[src/logic/lac_pkg.sv]
// Shared constants and types for the logic array control register bank.
// Assumes a 32-bit AHB-Lite bus where each register takes one aligned word.
package lac_pkg;

    // Register byte addresses
    localparam logic [31:0] LAC_ADDR_CLK_SEL = 32'h4000_5880;
    localparam logic [31:0] LAC_ADDR_ROUTE_LO = 32'h4000_5884;
    localparam logic [31:0] LAC_ADDR_ROUTE_HI = 32'h4000_5888;
    localparam logic [31:0] LAC_ADDR_CONV = 32'h4000_588C;
    localparam logic [31:0] LAC_ADDR_SWIN = 32'h4000_5890;
    localparam logic [31:0] LAC_ADDR_OUT_LO = 32'h4000_5898;
    localparam logic [31:0] LAC_ADDR_OUT_HI = 32'h4000_589C;
    localparam logic [31:0] LAC_ADDR_LOCK = 32'h4000_58A0;
    localparam logic [31:0] LAC_ADDR_EVT_STATUS = 32'h4000_58A4;
    localparam logic [31:0] LAC_ADDR_EVT_MASK = 32'h4000_58A8;

    // Values after reset
    localparam logic [15:0] LAC_RST_REG = 16'h0000;
    localparam logic [31:0] LAC_RST_WORD = 32'h0000_0000;

    // Field layout
    localparam int LAC_ELEMS = 32;
    localparam int LAC_HALF_ELEMS = 16;
    localparam int LAC_GROUPS = 4;
    localparam int LAC_GRP_SEL_W = 3;
    localparam int LAC_GRP_SEL_STRIDE = 4;
    localparam logic [15:0] LAC_CLK_SEL_MASK = 16'h7777;
    localparam int LAC_IRQ_REQS = 4;
    localparam int LAC_ROUTE_SRC_W = 4;
    localparam int LAC_ROUTE_LO_POS = 0;
    localparam int LAC_ROUTE_HI_POS = 8;
    localparam int LAC_ROUTE_EN_POS = 4;
    localparam int LAC_CONV_SRC_W = 5;
    localparam int LAC_CONV_EN_POS = 5;
    localparam int LAC_LOCK_POS = 0;

    // Event status and mask bits
    localparam int LAC_EVT_W = 5;
    localparam int LAC_EVT_CONV_POS = 4;

    // Data phase of a read takes this many wait cycles
    localparam int LAC_READ_WAIT_CYCLES = 1;

    // Block clock source codes
    typedef enum logic [2:0] {
        LAC_CLK_PIN_A = 3'h0,
        LAC_CLK_PIN_B = 3'h1,
        LAC_CLK_PIN_C = 3'h2,
        LAC_CLK_BUS = 3'h3,
        LAC_CLK_FAST_OSC = 3'h4,
        LAC_CLK_TIMER_ZERO = 3'h5,
        LAC_CLK_TIMER_TWO = 3'h6,
        LAC_CLK_SLOW_OSC = 3'h7
    } lac_clk_src_type;

    // One interrupt route field, one byte of a route register
    typedef struct packed {
        logic [2:0] unused;
        logic enable;
        logic [3:0] source;
    } lac_route_type;

    typedef struct packed {
        logic enable;
        logic [4:0] source;
    } lac_conv_type;

    typedef struct packed {
        logic write;
        logic [31:0] addr;
    } lac_ahb_req_type;

    typedef enum logic [1:0] {
        LAC_BUS_IDLE = 2'h0,
        LAC_BUS_WRITE = 2'h1,
        LAC_BUS_READ = 2'h3
    } lac_bus_state_type;

endpackage

[src/logic/lac_regs.sv]
// Control and status registers of the 32-element logic array, AHB-Lite slave.
// Assumes the element logic and clock muxes sit outside; element outputs
// may run on other clocks and are synchronised here.
`timescale 1ns/1ps

module lac_regs
    import lac_pkg::*;
(
    input wire logic CLK_SYS,
    input wire logic NRST,
    input wire logic CE,
    input wire logic HSEL,
    input wire logic [31:0] HADDR,
    input wire logic [1:0] HTRANS,
    input wire logic HWRITE,
    input wire logic [2:0] HSIZE,
    input wire logic [31:0] HWDATA,
    input wire logic HREADY,
    output logic [31:0] HRDATA,
    output logic HREADYOUT,
    output logic HRESP,
    input wire logic [LAC_ELEMS-1:0] ELEM_OUT,
    output logic [LAC_HALF_ELEMS-1:0] SW_DIN,
    output lac_clk_src_type GROUP0_CLOCK_SEL,
    output lac_clk_src_type GROUP1_CLOCK_SEL,
    output lac_clk_src_type GROUP2_CLOCK_SEL,
    output lac_clk_src_type GROUP3_CLOCK_SEL,
    output logic [LAC_IRQ_REQS-1:0] IRQ_REQ,
    output logic CONVST_TRIG,
    output logic WRITE_LOCKED,
    output logic INT
);

    // Bus slave state
    lac_bus_state_type bus_state_r;
    lac_bus_state_type bus_state_nxt;
    lac_ahb_req_type req_r;
    lac_ahb_req_type req_nxt;
    logic [31:0] hrdata_r;
    logic [31:0] hrdata_nxt;
    logic hreadyout_r;
    logic hreadyout_nxt;
    logic hresp_r;
    logic hresp_nxt;
    logic accept;
    logic wr_commit;
    logic [15:0] wdata;
    logic [15:0] rd_val;
    logic wr_clk_sel;
    logic wr_route_lo;
    logic wr_route_hi;
    logic wr_conv;
    logic wr_swin;
    logic wr_lock;
    logic wr_evt_status;
    logic wr_evt_mask;

    // Configuration state
    logic [15:0] clk_sel_r;
    logic [15:0] clk_sel_nxt;
    lac_route_type route_r [LAC_IRQ_REQS];
    lac_route_type route_nxt [LAC_IRQ_REQS];
    lac_conv_type conv_r;
    lac_conv_type conv_nxt;
    logic [15:0] swin_r;
    logic [15:0] swin_nxt;
    logic lock_r;
    logic lock_nxt;
    logic cfg_wr_ok;

    // Request and event state
    logic [LAC_ELEMS-1:0] elem_sync;
    logic [LAC_IRQ_REQS-1:0] req_sel;
    logic conv_sel;
    logic [LAC_IRQ_REQS-1:0] irq_r;
    logic [LAC_IRQ_REQS-1:0] irq_nxt;
    logic convst_r;
    logic convst_nxt;
    logic [LAC_EVT_W-1:0] evt_status_r;
    logic [LAC_EVT_W-1:0] evt_status_nxt;
    logic [LAC_EVT_W-1:0] evt_mask_r;
    logic [LAC_EVT_W-1:0] evt_mask_nxt;
    logic [LAC_EVT_W-1:0] evt_set;
    logic [LAC_EVT_W-1:0] evt_clr;
    logic int_r;
    logic int_nxt;

    function automatic lac_route_type to_route(input logic [7:0] b);
        lac_route_type r;
        r.unused = 3'h0;
        r.enable = b[LAC_ROUTE_EN_POS];
        r.source = b[LAC_ROUTE_SRC_W-1:0];
        return r;
    endfunction

    // Element outputs cross into the system clock domain
    lac_sync #(
        .WIDTH(LAC_ELEMS)
    ) u_elem_sync (
        .clk(CLK_SYS),
        .nrst(NRST),
        .ce(CE),
        .d(ELEM_OUT),
        .q(elem_sync)
    );

    // Interrupt request selectors
    genvar gi;
    generate
        for (gi = 0; gi < LAC_IRQ_REQS; gi++) begin : g_req
            logic [LAC_HALF_ELEMS-1:0] half;
            if (gi < 2) begin : g_low
                assign half = elem_sync[LAC_HALF_ELEMS-1:0];
            end else begin : g_high
                assign half = elem_sync[LAC_ELEMS-1:LAC_HALF_ELEMS];
            end
            lac_route_sel #(
                .SEL_W(LAC_ROUTE_SRC_W)
            ) u_sel (
                .src_vec(half),
                .sel(route_r[gi].source),
                .enable(route_r[gi].enable),
                .out(req_sel[gi])
            );
        end
    endgenerate

    // Conversion trigger selector
    lac_route_sel #(
        .SEL_W(LAC_CONV_SRC_W)
    ) u_conv_sel (
        .src_vec(elem_sync),
        .sel(conv_r.source),
        .enable(conv_r.enable),
        .out(conv_sel)
    );

    // Register read mux; reserved bits are zero
    always_comb begin
        if (req_r.addr == LAC_ADDR_CLK_SEL) begin
            rd_val = clk_sel_r;
        end else if (req_r.addr == LAC_ADDR_ROUTE_LO) begin
            rd_val = {route_r[1], route_r[0]};
        end else if (req_r.addr == LAC_ADDR_ROUTE_HI) begin
            rd_val = {route_r[3], route_r[2]};
        end else if (req_r.addr == LAC_ADDR_CONV) begin
            rd_val = {10'h000, conv_r};
        end else if (req_r.addr == LAC_ADDR_SWIN) begin
            rd_val = swin_r;
        end else if (req_r.addr == LAC_ADDR_OUT_LO) begin
            rd_val = elem_sync[LAC_HALF_ELEMS-1:0];
        end else if (req_r.addr == LAC_ADDR_OUT_HI) begin
            rd_val = elem_sync[LAC_ELEMS-1:LAC_HALF_ELEMS];
        end else if (req_r.addr == LAC_ADDR_LOCK) begin
            rd_val = {15'h0000, lock_r};
        end else if (req_r.addr == LAC_ADDR_EVT_STATUS) begin
            rd_val = {11'h000, evt_status_r};
        end else if (req_r.addr == LAC_ADDR_EVT_MASK) begin
            rd_val = {11'h000, evt_mask_r};
        end else begin
            rd_val = LAC_RST_REG;
        end
    end

    // Bus handshake: writes have no wait, reads one wait cycle
    assign accept = HSEL && HTRANS[1] && HREADY;
    assign wr_commit = (bus_state_r == LAC_BUS_WRITE) && HREADY;
    assign wdata = HWDATA[15:0];

    // Write strobes decoded once; read-only and unmapped addresses get none
    always_comb begin
        wr_clk_sel = 1'b0;
        wr_route_lo = 1'b0;
        wr_route_hi = 1'b0;
        wr_conv = 1'b0;
        wr_swin = 1'b0;
        wr_lock = 1'b0;
        wr_evt_status = 1'b0;
        wr_evt_mask = 1'b0;
        if (req_r.addr == LAC_ADDR_CLK_SEL) begin
            wr_clk_sel = wr_commit;
        end else if (req_r.addr == LAC_ADDR_ROUTE_LO) begin
            wr_route_lo = wr_commit;
        end else if (req_r.addr == LAC_ADDR_ROUTE_HI) begin
            wr_route_hi = wr_commit;
        end else if (req_r.addr == LAC_ADDR_CONV) begin
            wr_conv = wr_commit;
        end else if (req_r.addr == LAC_ADDR_SWIN) begin
            wr_swin = wr_commit;
        end else if (req_r.addr == LAC_ADDR_LOCK) begin
            wr_lock = wr_commit;
        end else if (req_r.addr == LAC_ADDR_EVT_STATUS) begin
            wr_evt_status = wr_commit;
        end else if (req_r.addr == LAC_ADDR_EVT_MASK) begin
            wr_evt_mask = wr_commit;
        end
    end

    always_comb begin
        bus_state_nxt = bus_state_r;
        req_nxt = req_r;
        hrdata_nxt = hrdata_r;
        hreadyout_nxt = 1'b1;
        hresp_nxt = 1'b0;
        case (bus_state_r)
            LAC_BUS_READ: begin
                hrdata_nxt = {16'h0000, rd_val};
                bus_state_nxt = LAC_BUS_IDLE;
            end
            default: begin
                if (HREADY) begin
                    if (accept) begin
                        req_nxt.write = HWRITE;
                        req_nxt.addr = HADDR;
                        hreadyout_nxt = HWRITE;
                        bus_state_nxt = HWRITE ? LAC_BUS_WRITE : LAC_BUS_READ;
                    end else begin
                        bus_state_nxt = LAC_BUS_IDLE;
                    end
                end
            end
        endcase
    end

    always_ff @(posedge CLK_SYS or negedge NRST) begin
        if (!NRST) begin
            bus_state_r <= LAC_BUS_IDLE;
            req_r <= '0;
            hrdata_r <= LAC_RST_WORD;
            hreadyout_r <= 1'b1;
            hresp_r <= 1'b0;
        end else if (CE) begin
            bus_state_r <= bus_state_nxt;
            req_r <= req_nxt;
            hrdata_r <= hrdata_nxt;
            hreadyout_r <= hreadyout_nxt;
            hresp_r <= hresp_nxt;
        end
    end

    // Configuration writes, blocked once locked
    assign cfg_wr_ok = wr_commit && !lock_r;

    always_comb begin
        clk_sel_nxt = clk_sel_r;
        route_nxt = route_r;
        conv_nxt = conv_r;
        swin_nxt = swin_r;
        lock_nxt = lock_r;
        if (cfg_wr_ok) begin
            if (wr_clk_sel) begin
                clk_sel_nxt = wdata & LAC_CLK_SEL_MASK;
            end else if (wr_route_lo) begin
                route_nxt[0] = to_route(wdata[LAC_ROUTE_LO_POS +: 8]);
                route_nxt[1] = to_route(wdata[LAC_ROUTE_HI_POS +: 8]);
            end else if (wr_route_hi) begin
                route_nxt[2] = to_route(wdata[LAC_ROUTE_LO_POS +: 8]);
                route_nxt[3] = to_route(wdata[LAC_ROUTE_HI_POS +: 8]);
            end else if (wr_conv) begin
                conv_nxt.enable = wdata[LAC_CONV_EN_POS];
                conv_nxt.source = wdata[LAC_CONV_SRC_W-1:0];
            end else if (wr_swin) begin
                swin_nxt = wdata;
            end
        end
        // Only a one sets the lock; nothing clears it short of reset
        if (wr_lock && wdata[LAC_LOCK_POS]) begin
            lock_nxt = 1'b1;
        end
    end

    always_ff @(posedge CLK_SYS or negedge NRST) begin
        if (!NRST) begin
            clk_sel_r <= LAC_RST_REG;
            for (int i = 0; i < LAC_IRQ_REQS; i++) begin
                route_r[i] <= '0;
            end
            conv_r <= '0;
            swin_r <= LAC_RST_REG;
            lock_r <= 1'b0;
        end else if (CE) begin
            clk_sel_r <= clk_sel_nxt;
            route_r <= route_nxt;
            conv_r <= conv_nxt;
            swin_r <= swin_nxt;
            lock_r <= lock_nxt;
        end
    end

    // Requests, trigger and sticky events; a new event beats its clear
    always_comb begin
        irq_nxt = req_sel;
        convst_nxt = conv_sel;
        evt_set = {convst_nxt & ~convst_r, irq_nxt & ~irq_r};
        evt_clr = '0;
        evt_mask_nxt = evt_mask_r;
        if (wr_evt_status) begin
            evt_clr = wdata[LAC_EVT_W-1:0];
        end
        if (wr_evt_mask) begin
            evt_mask_nxt = wdata[LAC_EVT_W-1:0];
        end
        evt_status_nxt = (evt_status_r & ~evt_clr) | evt_set;
        int_nxt = |(evt_status_nxt & evt_mask_nxt);
    end

    always_ff @(posedge CLK_SYS or negedge NRST) begin
        if (!NRST) begin
            irq_r <= '0;
            convst_r <= 1'b0;
            evt_status_r <= '0;
            evt_mask_r <= '0;
            int_r <= 1'b0;
        end else if (CE) begin
            irq_r <= irq_nxt;
            convst_r <= convst_nxt;
            evt_status_r <= evt_status_nxt;
            evt_mask_r <= evt_mask_nxt;
            int_r <= int_nxt;
        end
    end

    // Outputs straight from registers
    assign HRDATA = hrdata_r;
    assign HREADYOUT = hreadyout_r;
    assign HRESP = hresp_r;
    assign SW_DIN = swin_r;
    assign GROUP0_CLOCK_SEL = lac_clk_src_type'(clk_sel_r[0 +: LAC_GRP_SEL_W]);
    assign GROUP1_CLOCK_SEL =
        lac_clk_src_type'(clk_sel_r[LAC_GRP_SEL_STRIDE +: LAC_GRP_SEL_W]);
    assign GROUP2_CLOCK_SEL =
        lac_clk_src_type'(clk_sel_r[2 * LAC_GRP_SEL_STRIDE +: LAC_GRP_SEL_W]);
    assign GROUP3_CLOCK_SEL =
        lac_clk_src_type'(clk_sel_r[3 * LAC_GRP_SEL_STRIDE +: LAC_GRP_SEL_W]);
    assign IRQ_REQ = irq_r;
    assign CONVST_TRIG = convst_r;
    assign WRITE_LOCKED = lock_r;
    assign INT = int_r;

endmodule

[src/logic/lac_sync.sv]
// Two-stage synchroniser for a vector of levels.
// Assumes each bit is a slow level; bits are not coherent with one another.
`timescale 1ns/1ps
module lac_sync
    import lac_pkg::*;
#(
    parameter int WIDTH = LAC_ELEMS
) (
    input wire logic clk,
    input wire logic nrst,
    input wire logic ce,
    input wire logic [WIDTH-1:0] d,
    output logic [WIDTH-1:0] q
);

    logic [WIDTH-1:0] meta_r;
    logic [WIDTH-1:0] q_r;

    always_ff @(posedge clk or negedge nrst) begin
        if (!nrst) begin
            meta_r <= '0;
            q_r <= '0;
        end else if (ce) begin
            meta_r <= d;
            q_r <= meta_r;
        end
    end

    assign q = q_r;

endmodule

[src/logic/lac_route_sel.sv]
// Picks one element output by number and gates it with an enable.
// Assumes the source vector is already in the system clock domain.
`timescale 1ns/1ps
module lac_route_sel
    import lac_pkg::*;
#(
    parameter int SEL_W = LAC_ROUTE_SRC_W
) (
    input wire logic [(1 << SEL_W)-1:0] src_vec,
    input wire logic [SEL_W-1:0] sel,
    input wire logic enable,
    output logic out
);

    always_comb begin
        out = enable & src_vec[sel];
    end

endmodule

[config.mk]
export PLATFORM = sky130hd
export DESIGN_NAME = lac_regs
export DESIGN_NICKNAME = d
export VERILOG_FILES = /design/src/logic/lac_pkg.sv /design/src/logic/lac_regs.sv /design/src/logic/lac_sync.sv /design/src/logic/lac_route_sel.sv
export SDC_FILE = /design/constraint.sdc
export NUM_CORES = 1
export LEC_CHECK = 0
export ABC_AREA = 1
export BUFFER_PORTS_ARGS = -buffer_cell sky130_fd_sc_hd__clkbuf_2
export CAP_MARGIN = 20
export CORE_MARGIN = 5
export CORE_UTILIZATION = 41
export DETAILED_ROUTE_END_ITERATION = 10
export SLEW_MARGIN = 20
export SYNTH_ARGS = -nofsm -noshare
export SYNTH_HDL_FRONTEND = slang
export SYNTH_SLANG_ARGS = --single-unit
[constraint.sdc]
create_clock -name CLK_SYS -period 4.1 [get_ports CLK_SYS]
set_clock_uncertainty 0.1 [all_clocks]
set_input_delay 0.41 -clock CLK_SYS [delete_from_list [all_inputs] [get_ports CLK_SYS]]
set_output_delay 0.41 -clock CLK_SYS [all_outputs]
set_load 0.02 [all_outputs]
# Word-level counts from Yosys, hierarchy flattened
# Index checks and enable logic that the tools add are counted.
[op_classes]
n_bitwise = 18
n_reduce_logical = 17
order_cmp = 5
n_eq_ne = 12
muxes = 65
[op_table]
columns = ["operator", "count"]
rows = [
  ["equality test 32 x 31 -> 1 bit, second input constant", 10],
  ["two-way mux 16 bit", 7],
  ["two-way mux 1 bit", 44],
  ["two-way mux 5 bit", 5],
  ["less-than comparator 4 x 5 -> 1 bit, second input constant", 4],
  ["binary-select mux 1 bit (select 4 bit)", 4],
  ["bitwise AND 5 bit", 2],
  ["two-way mux 2 bit", 4],
  ["AND reduction 4 bit", 2],
  ["AND reduction 7 bit", 1],
  ["bitwise AND 1 bit", 6],
  ["less-than comparator 5 x 6 -> 1 bit, second input constant", 1],
  ["inverter 1 bit", 6],
  ["AND reduction 2 bit", 3],
  ["AND reduction 6 bit", 1],
  ["binary-select mux 1 bit (select 5 bit)", 1],
  ["logical AND 1 bit", 5],
  ["inverter 5 bit", 1],
  ["bitwise OR 5 bit", 1],
  ["AND reduction 5 bit", 1],
  ["OR reduction 5 bit", 1],
  ["bitwise AND 4 bit", 1],
  ["inverter 4 bit", 1],
  ["AND reduction 3 bit", 1],
  ["other kinds (4)", 4],
]
[totals]
wordCells = 141
out_inout_bits = 69
register_bits = 186

# Longest topological paths before layout
[depth]
ltp_word = 15
depth_mapped = 15

# Modules after synthesis
# A second synthesis with hierarchy kept.
[unflattened]
hier_cells = 1351
area_unflattened_um2 = 10037.1
[modules_own_cells]
columns = ["module", "area_per_inst_um2", "cells_each", "instances"]
rows = [
  ["lac_regs", 6356.1, 806, 1],
  ["lac_sync", 2446.1, 270, 1],
  ["lac_route_sel (g_req[0].u_sel ...)", 205.2, 49, 4],
  ["lac_route_sel (u_conv_sel)", 414.1, 79, 1],
]

# Least setup slack after synthesis
# OpenSTA, ideal clock, no wires.
[synth_timing]
path_kind = "flip-flop to flip-flop"
start = "reg req_r[1] (netlist bit)"
end = "reg swin_r[2] (netlist: SW_DIN[2])"
slack_ns = 2.177
stages_incl_launch_ff = 12
required_ns = 3.878
t_arrival_ns = 1.702
n_path_buf = 2
synth_period_minus_slack_ns = 1.923
path_cell_list = "dfrtp_1 -> nor2_2 -> inv_2 -> nor2_4 -> nand2_4 -> nor2_8 -> nand3_2 -> or4_1 -> buf_2 -> buf_6 -> nand2_2 -> o21ai_2"
[synth_via]
elab_chain_len = 7
word_cells_on_any_way = 25
[synth_rtl]
columns = ["element", "line", "source"]
rows = [
  ["start: declaration", "lac_regs.sv:37", "lac_ahb_req_type req_r;"],
  ["start signal: assignment", "lac_regs.sv:234", "req_r <= req_nxt;"],
  ["equality test 32 x 31 -> 1 bit, on equally long branches", "lac_regs.sv:188, lac_regs.sv:186", ""],
  ["two-way mux 1 bit, on equally long branches", "lac_regs.sv:188, lac_regs.sv:186", ""],
  ["two-way mux 1 bit, on equally long branches", "lac_regs.sv:186, lac_regs.sv:184", ""],
  ["two-way mux 1 bit, on equally long branches", "lac_regs.sv:184, lac_regs.sv:182", ""],
  ["two-way mux 1 bit, on equally long branches", "lac_regs.sv:182, lac_regs.sv:180", ""],
  ["two-way mux 1 bit or inverter 1 bit (tied branches)", "--", ""],
  ["AND reduction 7 bit (no line) *", "--", ""],
  ["end signal: assignment", "lac_regs.sv:285", "swin_r <= swin_nxt;"],
  ["end: declaration", "lac_regs.sv:65", "logic [15:0] swin_r;"],
]
# Every way passes the cells marked *; elsewhere a longest branch is shown, timed or not.
# A chain may end at the register's enable or synchronous reset.

# Worst setup path after layout
[layout_timing]
start = "reg req_r[1] (netlist bit)"
end = "reg route_r[12] (netlist bit)"
[layout_via]
elab_chain_len = 5
word_cells_on_any_way = 12
[layout_rtl]
columns = ["element", "line", "source"]
rows = [
  ["equality test 32 x 31 -> 1 bit, on equally long branches", "lac_regs.sv:184, lac_regs.sv:182", ""],
  ["two-way mux 1 bit, on equally long branches", "lac_regs.sv:184, lac_regs.sv:182", ""],
  ["two-way mux 1 bit, on equally long branches", "lac_regs.sv:182, lac_regs.sv:180", ""],
  ["two-way mux 1 bit or inverter 1 bit (tied branches)", "--", ""],
  ["AND reduction 5 bit (no line) *", "--", ""],
  ["end signal: assignment", "lac_regs.sv:283", "route_r <= route_nxt;"],
  ["end: declaration", "lac_regs.sv:61", "lac_route_type route_r [LAC_IRQ_REQS];"],
]
# Marks and branches as above.

==> metrics.md <==
| Metric | Value |
|---|---|
| Status | finished clean |
| Hold-critical path depth | 3 |
| Hpwl dp | slightly above 20 mm |
| Commonest non-fill, non-tap cell in the layout | nand2_1 |
| Share of layout cells above drive strength 1 | roughly a fifth |
| Static leakage | roughly 5.5 nW |
| Register share of total power | ~48% |
| Crit-path max cell delay | approximately 0.68 ns |
| Max FO, Critical Path | 20 |
| Final setup vio count | 0 |
| Crit path DAT | between 3 and 4 ns |
| Reg area | ~4700 um^2 |
| Main flop type after synthesis | dfrtp_1 |
| Resize count post-CTS | 0 |
| Ys Warns | 0 |
| Worst Path Required | 4.34 ns |
| Distinct cells, synth | 44 |
| Commonest cells after routing, fill and taps aside | nand2_1, dfrtp_1, clkbuf_2 |
| PD cells | just over 400 nW/um^2 |
| Num rows | 55 |
| Clk buf depth | 2 |
| Final WL | around 27 mm |
| CTS tree | done |
| Via count | 8,323 |
| Worst setup path class | flip-flop to flip-flop |
| NetSw | ~1.3 mW |
| First-pass GRT wire length | approximately 44 mm |
| Clock Latency Late Sink | 0.45 ns |
| Max-Cap Viols | 0 |
| CP Capture Type | flip-flop |
| H-tree depth | 4 |
| FF-to-FF Start | req_r[1] |
| Largest vdd supply drop | between 0.2 and 0.25 mV |
| Hold Path Class | input pin to flip-flop |
| Filler cell count | 2,236 |
| Worst R2R Setup Slack | approximately 1.3 ns |
| Power share of the clock group | about two fifths |
| Fraction of registers with async set/reset | between 90% and 100% |
| Worst Setup Slack, final | 1.276 ns |
| Met1 wire length | around 13 mm |
| Worst path slowest cell | nor2_1 |
| HP Start | ELEM_OUT[2] |
| Worst reg2reg path depth | 7 |
| Total grt overflow | 0 |
| Area of the multi-input gates | slightly above 4000 um^2 |
| RSZ-0062 raised after global routing | no |
| Hold Crit Endpoint | u_elem_sync.meta_r[2] |
| Pre-CTS setup slack | ~1.4 ns |
| ANT cells | 0 |
| CTS Buf Count | 17 |
| Wire length on met3 | roughly 1.6 mm |
| Antenna-violating nets left | 0 |
| Slew of the pin with the lowest slew margin | around 0.88 ns |
| Die X | ~160 um |
| DRT Pass-1 Iters | 5 |
| Total track usage | approximately a fifth |
| Drt drc | 0 |
| IO Pins | about 180 |
| Fin crit share | between 60% and 70% |
| Max Slew Vio Count | 0 |
| Synthesized instance count | 1,191 |
| Most used cell, CP | nand2_1 |
| Final net count | roughly 1,400 |
| Root Driver | clkbuf_16 |
| Post-synth EDFFs | 0 |
| Hold Fails Final Rpt | 0 |
| Slew margin rel. | around 41% |
| Syn avg cell area | 7.983 um^2 |
| Crit path cell chain | nor2_2 -> nand2_1 -> nor2_1 -> nand2_2 -> inv_2 -> nand2_1 -> o21ai_0 |
| Switching Fraction | between 20% and 30% |
| Number of global-route vias before repair | 7,895 |
| Synthesis-to-layout area growth | 15.71% |
| Routed len/inst | about 17 um |
| Worst r2r dst | route_r[12] |
| Reg clk slew, reported paths | ~0.080 ns |
| P_int | 3.139 mW |
| Highest clock rate | 354.1 MHz |
| Die area | 26,330 um^2 |
| Post-Synthesis Cell Area | around 9500 um^2 |
| Die Span Y | approximately 160 um |
| Routed wl met2 | roughly 12 mm |
| DR top layer | met4 |
| Via density | 5.192 |
| Placer congestion estimate | 0.9419 |
| Final Critical Period | between 2 and 3 ns |
| Initial DRC count | around 720 |
| Initial antenna violation count | 0 |
| CTS Sinks | 186 |
| Core Area | between 20,000 and 25,000 um^2 |
| Critical path launch point type | flip-flop |
| Yosys reg bits | roughly 190 |
| Port bufs | 138 |
| Largest net degree at the start of global routing | around 120 |
| Sum Neg Setup Slack | 0 ns |
| Sequential share of the synthesized area | 48.97% |
| Comb power frac | 12.6% |
| Starting density of the core | a little over two fifths |
[sequential cells by signal, indices dropped and copies added (netlist names)]
name,cells
req_r,32
HREADYOUT,1
evt_status_r,5
HRDATA,16
evt_mask_r,5
INT,1
IRQ_REQ,4
bus_state_r,2
SW_DIN,16
route_r,20
CONVST_TRIG,1
u_elem_sync.q,32
conv_r,6
u_elem_sync.meta_r,32
clk_sel_r,12
WRITE_LOCKED,1
[repair_timing]
item,CTS,global route
hold buffers,1,0
buffers inserted,0,0
endpoints found under the hold margin,72,0
setup endpoints to repair,0,0
[layer usage]
metal,global-route usage (%),up-vias
met4,7.074,0
met3,2.918,39
met1,30.75,3940
met2,32.53,285
li1,-,4059
met5,0,-
[final cells by class]
class / instances / share of cell area [%]
clock buffers: 17 / 3.867
clock inverters: 15 / 1.876
inverters: 120 / 4.140
multi-input cells: 832 / 37.20
flip-flops and latches: 186 / 42.32
well taps: 285 / 3.241
repair buffers: 148 / 7.358
[Yosys cell counts, types with 2 or more instances]
master     count  area share, %
o2111ai_1      3           0.28
buf_2         12           0.63
mux2_2        19            2.3
nand4_1       10           0.66
o21ai_2       16            1.5
nand2_4        2           0.24
buf_4         18            1.4
clkbuf_1      31            1.2
o211ai_1      21            1.7
nand3b_1       5           0.39
a21boi_0       2           0.16
dfrtp_1      185             49
a31oi_1        3           0.20
o21ai_1       24            1.3
nand3_1       89            4.7
nand3_2        5           0.53
nor3_1         3           0.16
nor2_4         6           0.71
inv_1        112            4.4
nand2_2       21            1.4
inv_2          7           0.28
or2_2          5           0.33
nor2_2         3           0.20
buf_6          3           0.36
o21ai_0       99            5.2
nor2_1        51            2.0
o21a_1         2           0.16
buf_1          5           0.20
o22ai_1        7           0.46
a21oi_1       38            2.0
nor2_8         2           0.42
nand2_1      370             15
[power by group through the flow]
stage,clock [mW],combinational [mW],sequential [mW]
3_5_place_dp,0,0.566,2.16
5_1_grt,1.88,0.639,2.14
3_3_place_gp,0,0.555,2.15
2_1_floorplan,0,0.352,2.14
6_report,1.77,0.561,2.12
4_1_cts,1.80,0.569,2.12
[kinds of logic after synthesis]
family                 count (synthesis)  synth area share (%)
AND/OR/NAND/NOR                      576                 26.82
multiplexers                          19                 2.250
other                                  1               0.03944
flip-flops                           186                 48.97
buffers and inverters                189                 8.620
AO/OA/AOI/OAI                        220                 13.30
[critical path: cells and delay by family, from the launching register on]
family                 cells  cell delay [ns]
buffers and inverters      1             0.20
flip-flops                 1             0.39
AND/OR/NAND/NOR            5             1.64
AO/OA/AOI/OAI              1             0.38
[how the worst max path moves through the flow]
stage / startpoint / end / slack (ns) / depth (start not counted)
after CTS: req_r[1] / route_r[12] / 1.33 / 7
final: req_r[1] / route_r[12] / 1.28 / 7
after floorplan: req_r[1] / SW_DIN[2] / 2.18 / 11
after global routing: req_r[1] / route_r[1] / 1.08 / 7
after detailed placement: req_r[1] / route_r[12] / 1.35 / 7
after global placement: req_r[17] / route_r[27] / 1.47 / 10
[per-stage QoR]
| step | cell area (um^2) | utilization, % | power, mW | std cells | hold WS [ns] |
|---|---|---|---|---|---|
| 5_1_grt | 11000 | 48.45 | 4.660 | 1603 | 0.06227 |
| 3_5_place_dp | 10330 | 45.50 | 2.722 | 1569 | 0.3598 |
| 2_1_floorplan | 9568 | - | 2.492 | 1207 | 0.01441 |
| 4_1_cts | 10970 | 48.33 | 4.486 | 1602 | 0.05053 |
| 6_report | 11000 | 48.45 | 4.455 | 1603 | 0.06260 |
| 3_3_place_gp | 10330 | 45.50 | 2.709 | 1569 | 0.3580 |
No activity file was read; power rests on OpenSTA's default activity.
